`config.mk`:
```
export PLATFORM = sky130hd
export DESIGN_NAME = efs_fault_supervisor
export DESIGN_NICKNAME = d
export VERILOG_FILES = /design/src/logic/efs_pkg.sv /design/src/logic/efs_fault_supervisor.sv
export SDC_FILE = /design/constraint.sdc
export NUM_CORES = 1
export LEC_CHECK = 0
export CAP_MARGIN = 30
export CORE_MARGIN = 2
export CORE_UTILIZATION = 25
export CTS_BUF_LIST = sky130_fd_sc_hd__clkbuf_16
export DETAILED_ROUTE_END_ITERATION = 8
export DONT_BUFFER_PORTS = 1
export PLACE_DENSITY = 0.37
export RECOVER_POWER = 25
export SKIP_CTS_REPAIR_TIMING = 1
export SYNTH_ARGS = -nofsm -noshare
export SYNTH_HDL_FRONTEND = slang
export SYNTH_SLANG_ARGS = --single-unit
```
`constraint.sdc`:
```
create_clock -name SYS_CLK -period 5.8 [get_ports SYS_CLK]
set_input_delay 0.58 -clock SYS_CLK [delete_from_list [all_inputs] [get_ports SYS_CLK]]
set_output_delay 0.58 -clock SYS_CLK [all_outputs]
set_load 0.01 [all_outputs]
```
`src/logic/efs_pkg.sv`:
```
// Constants and types shared by the fault supervisor.
// Assumes one 25 MHz system clock and a 32-bit AXI4-Lite register bus.
package efs_pkg;
  // ---------------------------------------------------------------
  // Timing
  // ---------------------------------------------------------------
  localparam int CLK_NS = 40;
  localparam int MON_SHORT_NS = 45000;
  localparam int MON_SHORT_CYC = (MON_SHORT_NS + CLK_NS - 1) / CLK_NS;
  localparam int GS_FAULT_NS = 10000;
  localparam int GS_FAULT_CYC = (GS_FAULT_NS + CLK_NS - 1) / CLK_NS;
  localparam int BLANK_CYC = 1000;
  localparam int FAST_TRIP_CYC = 2;
  localparam int STARTUP_TIMEOUT_CYC = 4000;
  localparam int SPF_DELAY_CYC = 2000;
  localparam int GOOD_ASSERT_CYC = 100;
  localparam int GOOD_DEASSERT_CYC = 25;
  localparam int RETRY_CYC = 50000;
  localparam int NOTIFY_CYC = 4;
  localparam int ACK_WAIT_CYC = 32;
  localparam int ACK_SETTLE_CYC = 3;
  // ---------------------------------------------------------------
  // Fault causes, one bit each
  // ---------------------------------------------------------------
  localparam int NC = 14;
  localparam int C_CB = 0;
  localparam int C_FT = 1;
  localparam int C_MSH = 2;
  localparam int C_GS = 3;
  localparam int C_ROPEN = 4;
  localparam int C_SPF = 5;
  localparam int C_SU = 6;
  localparam int C_DS = 7;
  localparam int C_OT = 8;
  localparam int C_LOPEN = 9;
  localparam int C_MOPEN = 10;
  localparam int C_RSHORT = 11;
  localparam int C_GD = 12;
  localparam int C_EXT = 13;
  // ---------------------------------------------------------------
  // Register map
  // ---------------------------------------------------------------
  localparam int AXI_AW = 8;
  localparam logic [7:0] ADDR_CTRL = 8'h00;
  localparam logic [7:0] ADDR_STATUS = 8'h04;
  localparam logic [7:0] ADDR_CAUSE = 8'h08;
  localparam int CTRL_SEC_BIT = 0;
  localparam int CTRL_RETRY_BIT = 1;
  localparam logic [1:0] RESP_OKAY = 2'h0;
  localparam logic [1:0] RESP_SLVERR = 2'h2;
  localparam logic [1:0] RESP_DECERR = 2'h3;

  typedef enum logic [3:0] {
    ST_OFF = 4'h0,
    ST_STARTUP = 4'h1,
    ST_STEADY = 4'h2,
    ST_LATCHED = 4'h3,
    ST_HALT = 4'h4,
    ST_NOTIFY = 4'h5,
    ST_ACK_WAIT = 4'h6,
    ST_FAILSAFE = 4'h7
  } efs_state_type;

  // Comparator results from the analog side, all active high.
  typedef struct packed {
    logic enable_undervoltage_in;
    logic en_sd;
    logic supply_ok;
    logic vin_uv;
    logic vin_ov;
    logic over_temp;
    logic oc_cb;
    logic oc_bkp;
    logic short_ckt;
    logic gate_full;
    logic gs_flt;
    logic gd_flt;
    logic ds_flt;
    logic lim_open;
    logic lim_short;
    logic mon_open;
    logic mon_short;
    logic ref_open;
    logic ref_short;
    logic blank_high;
  } efs_cond_type;

  typedef struct packed {
    logic [20:0] rsvd;
    logic share_dis;
    logic share_force;
    logic sync_drive;
    logic gate;
    logic good;
    logic flag_low;
    logic latched;
    efs_state_type state;
  } efs_status_type;
endpackage

```
`src/logic/efs_fault_supervisor.sv`:
```
// Fault supervisor of a protection switch: qualifies faults, latches them,
// runs retry and chain notification, and drives the flag and good pins.
// Assumes comparator inputs are asynchronous and a pull-up on each pin.
`timescale 1ns/100ps
`default_nettype none

// How it works
// - Fault flag pin is open drain, low on fault except a fast trip alone on a secondary.
// - Standalone faults other than drain-source latch, then retry or stay off.
// - Secondary pulses sync line low on fault.
// - Unanswered secondary notice forces chain off, latched.
// - Failsafe clears only by supply or shutdown level.
// - Supply loss or shutdown level clears latch.
// - Same clearing resets the retry timer.
// - Dropping only below UVLO keeps latch.
// - Monitor short with backup overcurrent trips after 45us.
// - Gate-source health fault trips after 10us.
// - Drain-source fault flags after timeout, no latch.
// - Limit pin open in steady forces sharing loop.
// - Limit pin short in steady disables sharing loop.
// - Limit pin open at startup latches fault.
// - Monitor pin open in steady latches fault.
// - Reference open with backup overcurrent trips after blanking.
// - Reference short at startup or in steady latches fault.
// - Blank pin high with overcurrent trips after delay.
// - External sync low while powered latches fault.
// - Good output high only in full-power steady state, or on a secondary in notice.
// - Secondary keeps good high after trip.
// - Good held low at inrush, debounced both ways.
// - Retry waits for cooling then retry delay.
module efs_fault_supervisor #(
  parameter logic [15:0] BLANK_CYC = 16'(efs_pkg::BLANK_CYC),
  parameter logic [15:0] FAST_TRIP_CYC = 16'(efs_pkg::FAST_TRIP_CYC),
  parameter logic [15:0] STARTUP_TIMEOUT_CYC = 16'(efs_pkg::STARTUP_TIMEOUT_CYC),
  parameter logic [15:0] SPF_DELAY_CYC = 16'(efs_pkg::SPF_DELAY_CYC),
  parameter logic [15:0] GOOD_ASSERT_CYC = 16'(efs_pkg::GOOD_ASSERT_CYC),
  parameter logic [15:0] GOOD_DEASSERT_CYC = 16'(efs_pkg::GOOD_DEASSERT_CYC),
  parameter logic [15:0] RETRY_CYC = 16'(efs_pkg::RETRY_CYC)
) (
  input wire logic SYS_CLK,
  input wire logic RST_B,
  input wire efs_pkg::efs_cond_type COND_IN,
  input wire logic CHAIN_SWITCH_SYNC_I,
  output logic CHAIN_SWITCH_SYNC_O,
  output logic CHAIN_SWITCH_SYNC_OE,
  output logic FAULT_FLAG_N_O,
  output logic FAULT_FLAG_N_OE,
  output logic POWER_GOOD_OUT_O,
  output logic POWER_GOOD_OUT_OE,
  output logic GATE_ON,
  output logic SLEW_LIMITED_STARTUP,
  output logic SHARE_LOOP_FORCE,
  output logic SHARE_LOOP_DISABLE,
  input wire logic [7:0] S_AXI_AWADDR,
  input wire logic S_AXI_AWVALID,
  output logic S_AXI_AWREADY,
  input wire logic [31:0] S_AXI_WDATA,
  input wire logic [3:0] S_AXI_WSTRB,
  input wire logic S_AXI_WVALID,
  output logic S_AXI_WREADY,
  output logic [1:0] S_AXI_BRESP,
  output logic S_AXI_BVALID,
  input wire logic S_AXI_BREADY,
  input wire logic [7:0] S_AXI_ARADDR,
  input wire logic S_AXI_ARVALID,
  output logic S_AXI_ARREADY,
  output logic [31:0] S_AXI_RDATA,
  output logic [1:0] S_AXI_RRESP,
  output logic S_AXI_RVALID,
  input wire logic S_AXI_RREADY
);
  // ---------------------------------------------------------------
  // Local constants
  // ---------------------------------------------------------------
  localparam int NC = efs_pkg::NC;
  localparam logic [15:0] MSH_CYC = 16'(efs_pkg::MON_SHORT_CYC);
  localparam logic [15:0] GS_CYC = 16'(efs_pkg::GS_FAULT_CYC);
  localparam logic [15:0] NOTIFY_CYC = 16'(efs_pkg::NOTIFY_CYC);
  localparam logic [15:0] ACK_WAIT_CYC = 16'(efs_pkg::ACK_WAIT_CYC);
  localparam logic [15:0] SETTLE_CYC = 16'(efs_pkg::ACK_SETTLE_CYC);
  localparam logic [NC-1:0] DS_ONLY = NC'(1) << efs_pkg::C_DS;
  localparam logic [NC-1:0] FT_ONLY = NC'(1) << efs_pkg::C_FT;
  // Last count value per cause; immediate causes trip on first cycle.
  localparam logic [NC-1:0][15:0] LIM_M1 = {
    16'h0000, 16'h0000, 16'h0000, 16'h0000, 16'h0000, 16'h0000,
    STARTUP_TIMEOUT_CYC - 16'h0001,
    STARTUP_TIMEOUT_CYC - 16'h0001,
    SPF_DELAY_CYC - 16'h0001,
    BLANK_CYC - 16'h0001,
    GS_CYC - 16'h0001,
    MSH_CYC - 16'h0001,
    FAST_TRIP_CYC - 16'h0001,
    BLANK_CYC - 16'h0001
  };
  // Bound for the good-drop check, in cycles.
  localparam int GOOD_DROP_MAX = 27;

  // ---------------------------------------------------------------
  // State
  // ---------------------------------------------------------------
  // Everything the block remembers lives in this one record.
  typedef struct packed {
    efs_pkg::efs_state_type state;
    efs_pkg::efs_cond_type cond_s1;
    efs_pkg::efs_cond_type cond_s2;
    logic sync_s1;
    logic sync_s2;
    logic [NC-1:0][15:0] cnt;
    logic [NC-1:0] cause;
    logic latched;
    logic flag_low;
    logic sync_drive;
    logic gate;
    logic good;
    logic [15:0] tmr;
    logic [15:0] good_cnt;
    logic [1:0] ctrl;
    logic aw_have;
    logic [7:0] aw_addr;
    logic w_have;
    logic [31:0] w_data;
    logic [3:0] w_strb;
    logic bvalid;
    logic [1:0] bresp;
    logic rvalid;
    logic [31:0] rdata;
    logic [1:0] rresp;
  } efs_regs_type;

  localparam efs_regs_type ST_RESET = '0;

  efs_regs_type st_r;
  efs_regs_type st_nxt;

  // ---------------------------------------------------------------
  // Decoded conditions
  // ---------------------------------------------------------------
  efs_pkg::efs_cond_type c;
  logic sec;
  logic retry;
  logic on;
  logic steady;
  logic startup;
  logic clear;
  logic power_ok;
  logic ext_low;
  logic take_fault;
  logic good_want;
  logic [NC-1:0] raw;
  logic [NC-1:0] trip;
  efs_pkg::efs_status_type status_w;

  // Only the second synchroniser stage is ever read.
  assign c = st_r.cond_s2;
  assign sec = st_r.ctrl[efs_pkg::CTRL_SEC_BIT];
  assign retry = st_r.ctrl[efs_pkg::CTRL_RETRY_BIT];
  assign startup = st_r.state == efs_pkg::ST_STARTUP;
  assign steady = st_r.state == efs_pkg::ST_STEADY;
  assign on = startup || steady;
  // Supply loss or shutdown level wipes every fault.
  assign clear = !c.en_sd || !c.supply_ok;
  assign power_ok = c.enable_undervoltage_in && c.supply_ok && !c.vin_uv && !c.vin_ov;
  // Our own drive is never up while on, so a low line is foreign.
  assign ext_low = on && !st_r.sync_s2 && !c.vin_uv && !c.vin_ov;

  // Raw fault conditions, each gated by the phase it belongs to.
  assign raw[efs_pkg::C_CB] = steady && c.oc_cb;
  assign raw[efs_pkg::C_FT] = on && c.short_ckt;
  assign raw[efs_pkg::C_MSH] = steady && c.mon_short && c.oc_bkp;
  assign raw[efs_pkg::C_GS] = on && c.gs_flt;
  assign raw[efs_pkg::C_ROPEN] = steady && c.ref_open && c.oc_bkp;
  assign raw[efs_pkg::C_SPF] = on && c.blank_high && (c.oc_cb || c.oc_bkp);
  assign raw[efs_pkg::C_SU] = startup && !c.gate_full;
  assign raw[efs_pkg::C_DS] = startup && c.ds_flt;
  assign raw[efs_pkg::C_OT] = on && c.over_temp;
  assign raw[efs_pkg::C_LOPEN] = startup && c.lim_open;
  assign raw[efs_pkg::C_MOPEN] = steady && c.mon_open;
  assign raw[efs_pkg::C_RSHORT] = on && c.ref_short;
  // Gate-drain short shows as gate high while the switch is held off.
  assign raw[efs_pkg::C_GD] = (st_r.state == efs_pkg::ST_OFF) && c.gd_flt;
  assign raw[efs_pkg::C_EXT] = ext_low;

  // A cause trips when its counter has seen the full delay.
  for (genvar i = 0; i < NC; i++) begin : g_trip
    assign trip[i] = raw[i] && (st_r.cnt[i] == LIM_M1[i]);
  end

  assign take_fault = (|trip) && !clear && (on || st_r.state == efs_pkg::ST_OFF);

  // Secondary keeps good up while the primary handles a trip.
  assign good_want = (steady && c.gate_full) ||
    (sec && st_r.good &&
    (st_r.state == efs_pkg::ST_NOTIFY || st_r.state == efs_pkg::ST_ACK_WAIT));

  assign status_w = '{
    rsvd: 21'h0,
    share_dis: SHARE_LOOP_DISABLE,
    share_force: SHARE_LOOP_FORCE,
    sync_drive: st_r.sync_drive,
    good: st_r.good,
    gate: st_r.gate,
    flag_low: st_r.flag_low,
    latched: st_r.latched,
    state: st_r.state
  };

  // ---------------------------------------------------------------
  // Next-state logic
  // ---------------------------------------------------------------
  // One process computes the whole next record.
  always_comb begin
    st_nxt = st_r;
    st_nxt.cond_s1 = COND_IN;
    st_nxt.cond_s2 = st_r.cond_s1;
    st_nxt.sync_s1 = CHAIN_SWITCH_SYNC_I;
    st_nxt.sync_s2 = st_r.sync_s1;

    // Delay counters run while a cause holds and stop at the limit.
    for (int i = 0; i < NC; i++) begin
      if (!raw[i]) begin
        st_nxt.cnt[i] = 16'h0000;
      end else if (!trip[i]) begin
        st_nxt.cnt[i] = st_r.cnt[i] + 16'h0001;
      end
    end

    if (clear) begin
      // Full clear, retry timer included.
      st_nxt.state = efs_pkg::ST_OFF;
      st_nxt.latched = 1'b0;
      st_nxt.flag_low = 1'b0;
      st_nxt.sync_drive = 1'b0;
      st_nxt.cause = '0;
      st_nxt.tmr = 16'h0000;
    end else if (take_fault) begin
      st_nxt.cause = st_r.cause | trip;
      st_nxt.tmr = 16'h0000;
      if (sec) begin
        // Tell the primary by a short low pulse on the line.
        st_nxt.state = efs_pkg::ST_NOTIFY;
        st_nxt.sync_drive = 1'b1;
        st_nxt.flag_low = |(trip & ~FT_ONLY);
      end else if (trip == DS_ONLY) begin
        // Flag without an internal latch.
        st_nxt.state = efs_pkg::ST_HALT;
        st_nxt.flag_low = 1'b1;
      end else begin
        // Latch, pull flag and hold the chain off.
        st_nxt.state = efs_pkg::ST_LATCHED;
        st_nxt.latched = 1'b1;
        st_nxt.flag_low = 1'b1;
        st_nxt.sync_drive = 1'b1;
      end
    end else begin
      case (st_r.state)
        efs_pkg::ST_OFF: begin
          // Start only with a high chain line so all members start together.
          if (power_ok && st_r.sync_s2) begin
            st_nxt.state = efs_pkg::ST_STARTUP;
            st_nxt.flag_low = 1'b0;
          end
        end
        efs_pkg::ST_STARTUP: begin
          if (!power_ok) begin
            st_nxt.state = efs_pkg::ST_OFF;
          end else if (c.gate_full) begin
            st_nxt.state = efs_pkg::ST_STEADY;
          end
        end
        efs_pkg::ST_STEADY: begin
          // Undervoltage and overvoltage shut down without a latch.
          if (!power_ok) begin
            st_nxt.state = efs_pkg::ST_OFF;
          end
        end
        efs_pkg::ST_LATCHED: begin
          // Retry variant waits to cool, then the retry delay.
          // Latch-off variant waits here for a clear; UVLO alone is no clear.
          if (!retry || c.over_temp) begin
            st_nxt.tmr = 16'h0000;
          end else if (st_r.tmr == RETRY_CYC - 16'h0001) begin
            st_nxt.state = efs_pkg::ST_OFF;
            st_nxt.latched = 1'b0;
            st_nxt.flag_low = 1'b0;
            st_nxt.sync_drive = 1'b0;
            st_nxt.tmr = 16'h0000;
          end else begin
            st_nxt.tmr = st_r.tmr + 16'h0001;
          end
        end
        efs_pkg::ST_HALT: begin
          // A non-latched fault leaves once enable drops below UVLO.
          if (!c.enable_undervoltage_in) begin
            st_nxt.state = efs_pkg::ST_OFF;
            st_nxt.flag_low = 1'b0;
          end
        end
        efs_pkg::ST_NOTIFY: begin
          if (st_r.tmr == NOTIFY_CYC - 16'h0001) begin
            st_nxt.state = efs_pkg::ST_ACK_WAIT;
            st_nxt.sync_drive = 1'b0;
            st_nxt.tmr = 16'h0000;
          end else begin
            st_nxt.tmr = st_r.tmr + 16'h0001;
          end
        end
        efs_pkg::ST_ACK_WAIT: begin
          // Skip the synchroniser lag of our own release first.
          st_nxt.tmr = st_r.tmr + 16'h0001;
          if (st_r.tmr >= SETTLE_CYC && !st_r.sync_s2) begin
            st_nxt.state = efs_pkg::ST_OFF;
          end else if (st_r.tmr == ACK_WAIT_CYC - 16'h0001) begin
            // Primary never answered: pull the whole chain down.
            st_nxt.state = efs_pkg::ST_FAILSAFE;
            st_nxt.latched = 1'b1;
            st_nxt.flag_low = 1'b1;
            st_nxt.sync_drive = 1'b1;
          end
        end
        efs_pkg::ST_FAILSAFE: begin
          // Held until supply or shutdown clear.
          st_nxt.state = efs_pkg::ST_FAILSAFE;
        end
        default: begin
          st_nxt.state = efs_pkg::ST_OFF;
        end
      endcase
    end

    st_nxt.gate = (st_nxt.state == efs_pkg::ST_STARTUP) ||
      (st_nxt.state == efs_pkg::ST_STEADY);

    // Good output follows its target after a debounce each way.
    if (good_want == st_r.good) begin
      st_nxt.good_cnt = 16'h0000;
    end else if (st_r.good_cnt ==
        (st_r.good ? GOOD_DEASSERT_CYC : GOOD_ASSERT_CYC) - 16'h0001) begin
      st_nxt.good = good_want;
      st_nxt.good_cnt = 16'h0000;
    end else begin
      st_nxt.good_cnt = st_r.good_cnt + 16'h0001;
    end

    // Register bus: capture address and data in any order.
    if (S_AXI_AWVALID && S_AXI_AWREADY) begin
      st_nxt.aw_have = 1'b1;
      st_nxt.aw_addr = S_AXI_AWADDR;
    end
    if (S_AXI_WVALID && S_AXI_WREADY) begin
      st_nxt.w_have = 1'b1;
      st_nxt.w_data = S_AXI_WDATA;
      st_nxt.w_strb = S_AXI_WSTRB;
    end
    if (st_r.aw_have && st_r.w_have) begin
      // Only the control word is writable.
      st_nxt.aw_have = 1'b0;
      st_nxt.w_have = 1'b0;
      st_nxt.bvalid = 1'b1;
      case (st_r.aw_addr)
        efs_pkg::ADDR_CTRL: begin
          st_nxt.bresp = efs_pkg::RESP_OKAY;
          if (st_r.w_strb[0]) begin
            st_nxt.ctrl = st_r.w_data[1:0];
          end
        end
        efs_pkg::ADDR_STATUS, efs_pkg::ADDR_CAUSE: begin
          st_nxt.bresp = efs_pkg::RESP_SLVERR;
        end
        default: begin
          st_nxt.bresp = efs_pkg::RESP_DECERR;
        end
      endcase
    end else if (st_r.bvalid && S_AXI_BREADY) begin
      st_nxt.bvalid = 1'b0;
    end

    if (S_AXI_ARVALID && S_AXI_ARREADY) begin
      st_nxt.rvalid = 1'b1;
      st_nxt.rresp = efs_pkg::RESP_OKAY;
      case (S_AXI_ARADDR)
        efs_pkg::ADDR_CTRL: st_nxt.rdata = {30'h0, st_r.ctrl};
        efs_pkg::ADDR_STATUS: st_nxt.rdata = status_w;
        efs_pkg::ADDR_CAUSE: st_nxt.rdata = {18'h0, st_r.cause};
        default: begin
          st_nxt.rdata = 32'h0;
          st_nxt.rresp = efs_pkg::RESP_DECERR;
        end
      endcase
    end else if (st_r.rvalid && S_AXI_RREADY) begin
      st_nxt.rvalid = 1'b0;
    end
  end

  // ---------------------------------------------------------------
  // State register
  // ---------------------------------------------------------------
  always_ff @(posedge SYS_CLK or negedge RST_B) begin
    if (!RST_B) begin
      st_r <= ST_RESET;
    end else begin
      st_r <= st_nxt;
    end
  end

  // ---------------------------------------------------------------
  // Outputs
  // ---------------------------------------------------------------
  // Open-drain pins only ever pull low.
  assign FAULT_FLAG_N_O = 1'b0;
  assign FAULT_FLAG_N_OE = st_r.flag_low;
  assign POWER_GOOD_OUT_O = 1'b0;
  assign POWER_GOOD_OUT_OE = !st_r.good;
  assign CHAIN_SWITCH_SYNC_O = 1'b0;
  assign CHAIN_SWITCH_SYNC_OE = st_r.sync_drive;
  assign GATE_ON = st_r.gate;
  // Every turn-on runs the slew-limited ramp.
  assign SLEW_LIMITED_STARTUP = startup;
  // Sharing loop overrides carry no fault.
  assign SHARE_LOOP_FORCE = steady && c.lim_open;
  assign SHARE_LOOP_DISABLE = steady && c.lim_short;
  // Address and data wait while a response is pending.
  assign S_AXI_AWREADY = !st_r.aw_have && !st_r.bvalid;
  assign S_AXI_WREADY = !st_r.w_have && !st_r.bvalid;
  assign S_AXI_BVALID = st_r.bvalid;
  assign S_AXI_BRESP = st_r.bresp;
  assign S_AXI_ARREADY = !st_r.rvalid;
  assign S_AXI_RVALID = st_r.rvalid;
  assign S_AXI_RDATA = st_r.rdata;
  assign S_AXI_RRESP = st_r.rresp;
endmodule
`default_nettype wire

```
== Word-level counts from Yosys, hierarchy flattened ==
Cells that the tools add are included.
Storage, ports and cells
  flip-flop bits (word level): 407
  input bits: 80
  output and inout bits: 51
  word-level logic and storage cells: 326
Operators by class
  add/subtract/negate cells: 17
  magnitude comparators: 1
  equality and inequality tests: 51
  multiplexer cells: 79
  bitwise gates (word level): 2
  reductions and logical operators: 100
Operator list (count)
  $mux 16: 35
  $add 16x1->16 const B: 16
  $logic_not 16->1: 6
  $logic_and 1x1->1: 53
  $mux 4: 12
  $pmux 16 s3: 1
  $pmux 14 s3: 1
  $mux 37: 1
  $eq 16x10->1 const B: 2
  $eq 16x11->1 const B: 2
  $eq 16x12->1 const B: 2
  $pmux 4 s8: 1
  $ne 2x2->1 const B: 14
  $mux 3: 7
  $reduce_and 7->1: 3
  $ne 4x4->1 const B: 5
  $mux 17: 1
  $eq 16x1->1 const B: 1
  $eq 16x16->1: 1
  $eq 16x16->1 const B: 1
  $eq 16x2->1 const B: 1
  $eq 16x5->1 const B: 1
  $eq 16x8->1 const B: 1
  $eq 4x3->1 const B: 4
  35 further kinds: 78

== Depth between registers and ports, before layout ==
  depth in word-level cells: 13
  mapped depth: 11
  gate-level depth less buffers: 10

== Worst setup path after synthesis ==
OpenSTA, ideal clock, no wires.
  path kind: register to register
  start: register st_r[194] in the netlist's numbering
  end: register st_r[109] in the netlist's numbering
  setup time: 126 ps
  data arrival time: 2400 ps
  required time: 5674 ps
  path slack: 3274 ps
  cell stages (with the launch flop): 10
  path buffers: 1
  clock period less this slack: 2526 ps
  cell sequence: dfrtp_1 or4b_1 or4_1 buf_2 o22ai_2 nor3_1 nand4_4 nor2_2 and3_1 a221o_1
Between the ends
  longest elaborated chain between the ends: 7
  elaborated cells between the ends (all ways): 8
  those cells by class: eq/ne: 1; mux: 2; reduce/logical: 5
RTL lines
  start: declaration: line efs_fault_supervisor.sv:132  | efs_regs_type st_r;
  start signal: assignment: line efs_fault_supervisor.sv:401  | st_r <= st_nxt;
  $eq 16x8->1 *: line efs_fault_supervisor.sv:185  | assign trip[i] = raw[i] && (st_r.cnt[i] == LIM_M1[i]);
  $logic_and 1x1->1 *: line efs_fault_supervisor.sv:185
  $reduce_or 14->1 *: line efs_fault_supervisor.sv:188  | assign take_fault = (|trip) && !clear && (on || st_r.state == efs_pkg::ST_OFF);
  $logic_and 1x1->1 * (2 in series): line efs_fault_supervisor.sv:188
  $mux 16: line efs_fault_supervisor.sv:235  | end else if (take_fault) begin
  $mux 16: line efs_fault_supervisor.sv:227  | if (clear) begin
Mark *: on every way between the ends. The rest lies on a longest branch, timed or not.
A chain may end at the register's enable or synchronous reset.

== Worst setup path after layout ==
  start: register st_r[403] in the netlist's numbering
  end: register st_r, in the netlist FAULT_FLAG_N_OE
Between the ends
  longest elaborated chain between the ends: 11
  elaborated cells between the ends (all ways): 57
  those cells by class: eq/ne: 11; mux: 4; reduce/logical: 42
RTL lines
  $eq 4x1->1 / $eq 4x2->1 (equally long branches): line efs_fault_supervisor.sv:157, efs_fault_supervisor.sv:158
  $logic_or 1x1->1: line efs_fault_supervisor.sv:159  | assign on = startup || steady;
  $logic_and 1x1->1 (3 in series): line efs_fault_supervisor.sv:164  | assign ext_low = on && !st_r.sync_s2 && !c.vin_uv && !c.vin_ov;
  $logic_and 1x1->1: line efs_fault_supervisor.sv:185
  $reduce_or 14->1: line efs_fault_supervisor.sv:188
  $logic_and 1x1->1 (2 in series): line efs_fault_supervisor.sv:188
  $ne 4x3->1 (no line), or another cell as far along
  $reduce_and 7->1 (no line) / $mux 17 (equally long branches)
Parallel ways exist; a longest one is shown, timed or not.

==> results.ini <==
[die]
ios = 131
die_h_um = 265
die_width_um = 265
dieArea_mm2 = 0.0702
core_mm2 = 0.0673
initial_core_util = 0.253
rows = 95

[clock_tree]
insertion_delay_ns = 0.58
clkSinkCount = 355
cts_tree = built
clockBufferDepth = 3
htree_levels = 2
cts_buffers = 45
cts_root_buf = clkbuf_16
clk_pin_slew_ns = 0.06

[sta]
clock_skew_ns = 0.0292
rsz0062_at_grt = no
setup_viol = 0
period_share = 0.646
fin_hold_ws_ns = -0.252
max-slew-margin-rel = -0.208
finalSetupTns_ns = 0
final_max_slew_viol_count = 142
hold_viol = 189
tightest_slew_ns = 1.81
min_period_ns = 3.75
fmax_ghz = 0.267

[detailed_routing]
wl_um = 41600
drt_iter0_drc = 795
drtPass1Iterations = 7
antenna_left = 0
avgRoutedWirePerCell_um = 15.8
via_count = 12177
vias_per_cell = 4.61
drc_errors = 0

[yosys]
syn_area_per_cell_um2 = 9.76
synth_cell_types = 65
syn_inst = 1744
synth_flop_cell = dfrtp_1
synth_warnings = 0
yosysSeqAreaShare = 0.522
synth-seq-cells = 355
synth_edf_count = 0
synth_area_mm2 = 0.0170
postSynth.asyncResetShare = 1.00

[setup_path]
cp.required_ns = 6.26
endpoint_kind = flop
rrSetupSlack_ns = 2.05
cp_max_fo = 18
start_kind = flop
critPathKind = flop to flop
worst_r2r_path_depth = 8
crit_chain = nor4b_4 > buf_4 > nand3_1 > nor2_1 > nor3_1 > nand4_4 > a21oi_1 > mux2_2
cpPeakStageDelay_ns = 0.72
cp.arrival_ns = 4.21
critPathSlowestCell = dfrtp_1

[global_routing]
grt_max_degree = 356
grt_pass1_vias = 12150
antenna_found_initial = 0
grt-ovfl-total = 0
grt_usage = 0.121
grt_pass1_wl_um = 68600

[finish]
area_growth_pct = 12.6
num-fill-cells = 7078
diodes = 0
final_nets = 1840
drive_gt1_frac = 0.0571

[status]
status = complete, but fails checks
violations = negative hold slack, max-slew violations

[placement]
hpwl_um = 27400
port_buffers = 0
gp_congestion = 0.777

[hold_path]
hp-class = primary input to async pin

[power]
power.density_mw_per_mm2 = 284
power_mw = 5.44
max-vdd-ir-drop_mv = 0.202
p_leak_nw = 7.70

[flow_run]
cap_viol_max_count = 0

[cells in the mapped netlist, types with 11 or more instances]
master	n	share of area
clkbuf_1	35	0.0077
nor2_1	281	0.062
and3_1	51	0.019
nor3_1	33	0.0097
inv_1	38	0.0084
nand2b_1	11	0.0040
nand3b_1	14	0.0062
o21ai_0	59	0.017
ha_1	25	0.018
or3_1	33	0.012
nand3_1	109	0.032
buf_4	40	0.018
mux2_2	14	0.0093
a22oi_1	12	0.0053
nand2_1	144	0.032
xnor2_1	61	0.031
nor4_1	36	0.013
nand4_1	53	0.019
and4_1	12	0.0062
xor2_1	122	0.063
dfrtp_1	355	0.52
a21oi_1	71	0.021
[where the power goes]
part	switching, mW	internal [mW]
clock network	1.13	1.55
registers	0.0629	2.55
logic	0.0851	0.0686
total	1.27	4.16
[worst max-delay path, delay by kind of cell, from the launching register on]
kind / cells / cell delay, ns
flip-flops: 1 / 0.72
multiplexers: 1 / 0.35
AO/OA/AOI/OAI: 1 / 0.30
buffers and inverters: 1 / 0.22
AND/OR/NAND/NOR: 5 / 2.04
[worst paths after layout]
kind                        startpoint               to
max in group asynchronous        RST_B      st_nxt[373]
min reg2reg                st_nxt[368]             c[5]
max reg2reg                  st_r[403]  FAULT_FLAG_N_OE
min                              RST_B         st_r[81]
min in group SYS_CLK        COND_IN[3]      st_nxt[366]
max                          st_r[403]  FAULT_FLAG_N_OE
[cell families after synthesis]
group                    after synthesis  synth area share
buffers and inverters                121            0.0359
XOR/XNOR                             183            0.0941
flip-flops                           355             0.522
adder cells (fa/ha/maj)               25            0.0184
multiplexers                          20            0.0128
AND/OR/NAND/NOR                      841             0.247
other                                  1          0.000220
AO/OA/AOI/OAI                        198            0.0701
[area by class of cell]
type	instances	area, um^2	area share
Sequential cell	355	8880	0.463
Multi-Input combinational cell	1289	7620	0.397
Clock buffer	47	1180	0.0614
Tap cell	873	1090	0.0570
Clock inverter	34	206	0.0108
Inverter	38	143	0.00744
Timing Repair Buffer	6	50.0	0.00261
[layout by cell type, fill, tap and decap left out, drive strengths merged, types with 7 or more instances in the layout]
| cell type | instances |
|---|---|
| nand3 | 111 |
| nor4b | 12 |
| nor4 | 36 |
| nand2b | 11 |
| a21oi | 72 |
| and3 | 51 |
| nor2 | 283 |
| o22ai | 7 |
| nor3 | 33 |
| ha | 25 |
| nor2b | 8 |
| xnor2 | 61 |
| mux2 | 14 |
| a22oi | 12 |
| nand4 | 54 |
| nand3b | 14 |
| or3 | 33 |
| xor2 | 122 |
| inv | 49 |
| clkbuf | 47 |
| o21ai | 59 |
| dfrtp | 355 |
| clkinv | 20 |
| and4 | 12 |
| nand2 | 144 |
| and2 | 10 |
| a22o | 8 |
| conb | 22 |
[layer usage]
| metal | wire length [um] | global-route usage | vias to the layer above |
|---|---|---|---|
| met5 | 0 | 0 | - |
| met4 | 1120 | 0.0411 | 0 |
| met3 | 1830 | 0.0245 | 66 |
| met2 | 17700 | 0.176 | 212 |
| met1 | 21000 | 0.177 | 5912 |
| li1 | - | - | 5987 |
[registers in the layout, indices dropped and copies added, names as in the netlist, 2 cells and up]
| register | flops |
|---|---|
| st_r | 290 |
| st_nxt | 21 |
| c | 20 |
| S_AXI_RDATA | 14 |
| S_AXI_BRESP | 2 |
[stage by stage]
stage	hold WS [ns]	cell area (um^2)	cells	worst slack, ns	util
6_report	-0.252	19200	2642	2.05	0.285
5_1_grt	-0.295	19200	2642	1.72	0.285
4_1_cts	-0.298	19100	2640	2.02	0.285
3_5_place_dp	0.319	17800	2559	2.03	0.264
3_3_place_gp	0.320	17800	2559	2.08	0.264
2_1_floorplan	0.284	17100	1765	3.27	-
No activity file was read; power rests on OpenSTA's default activity.
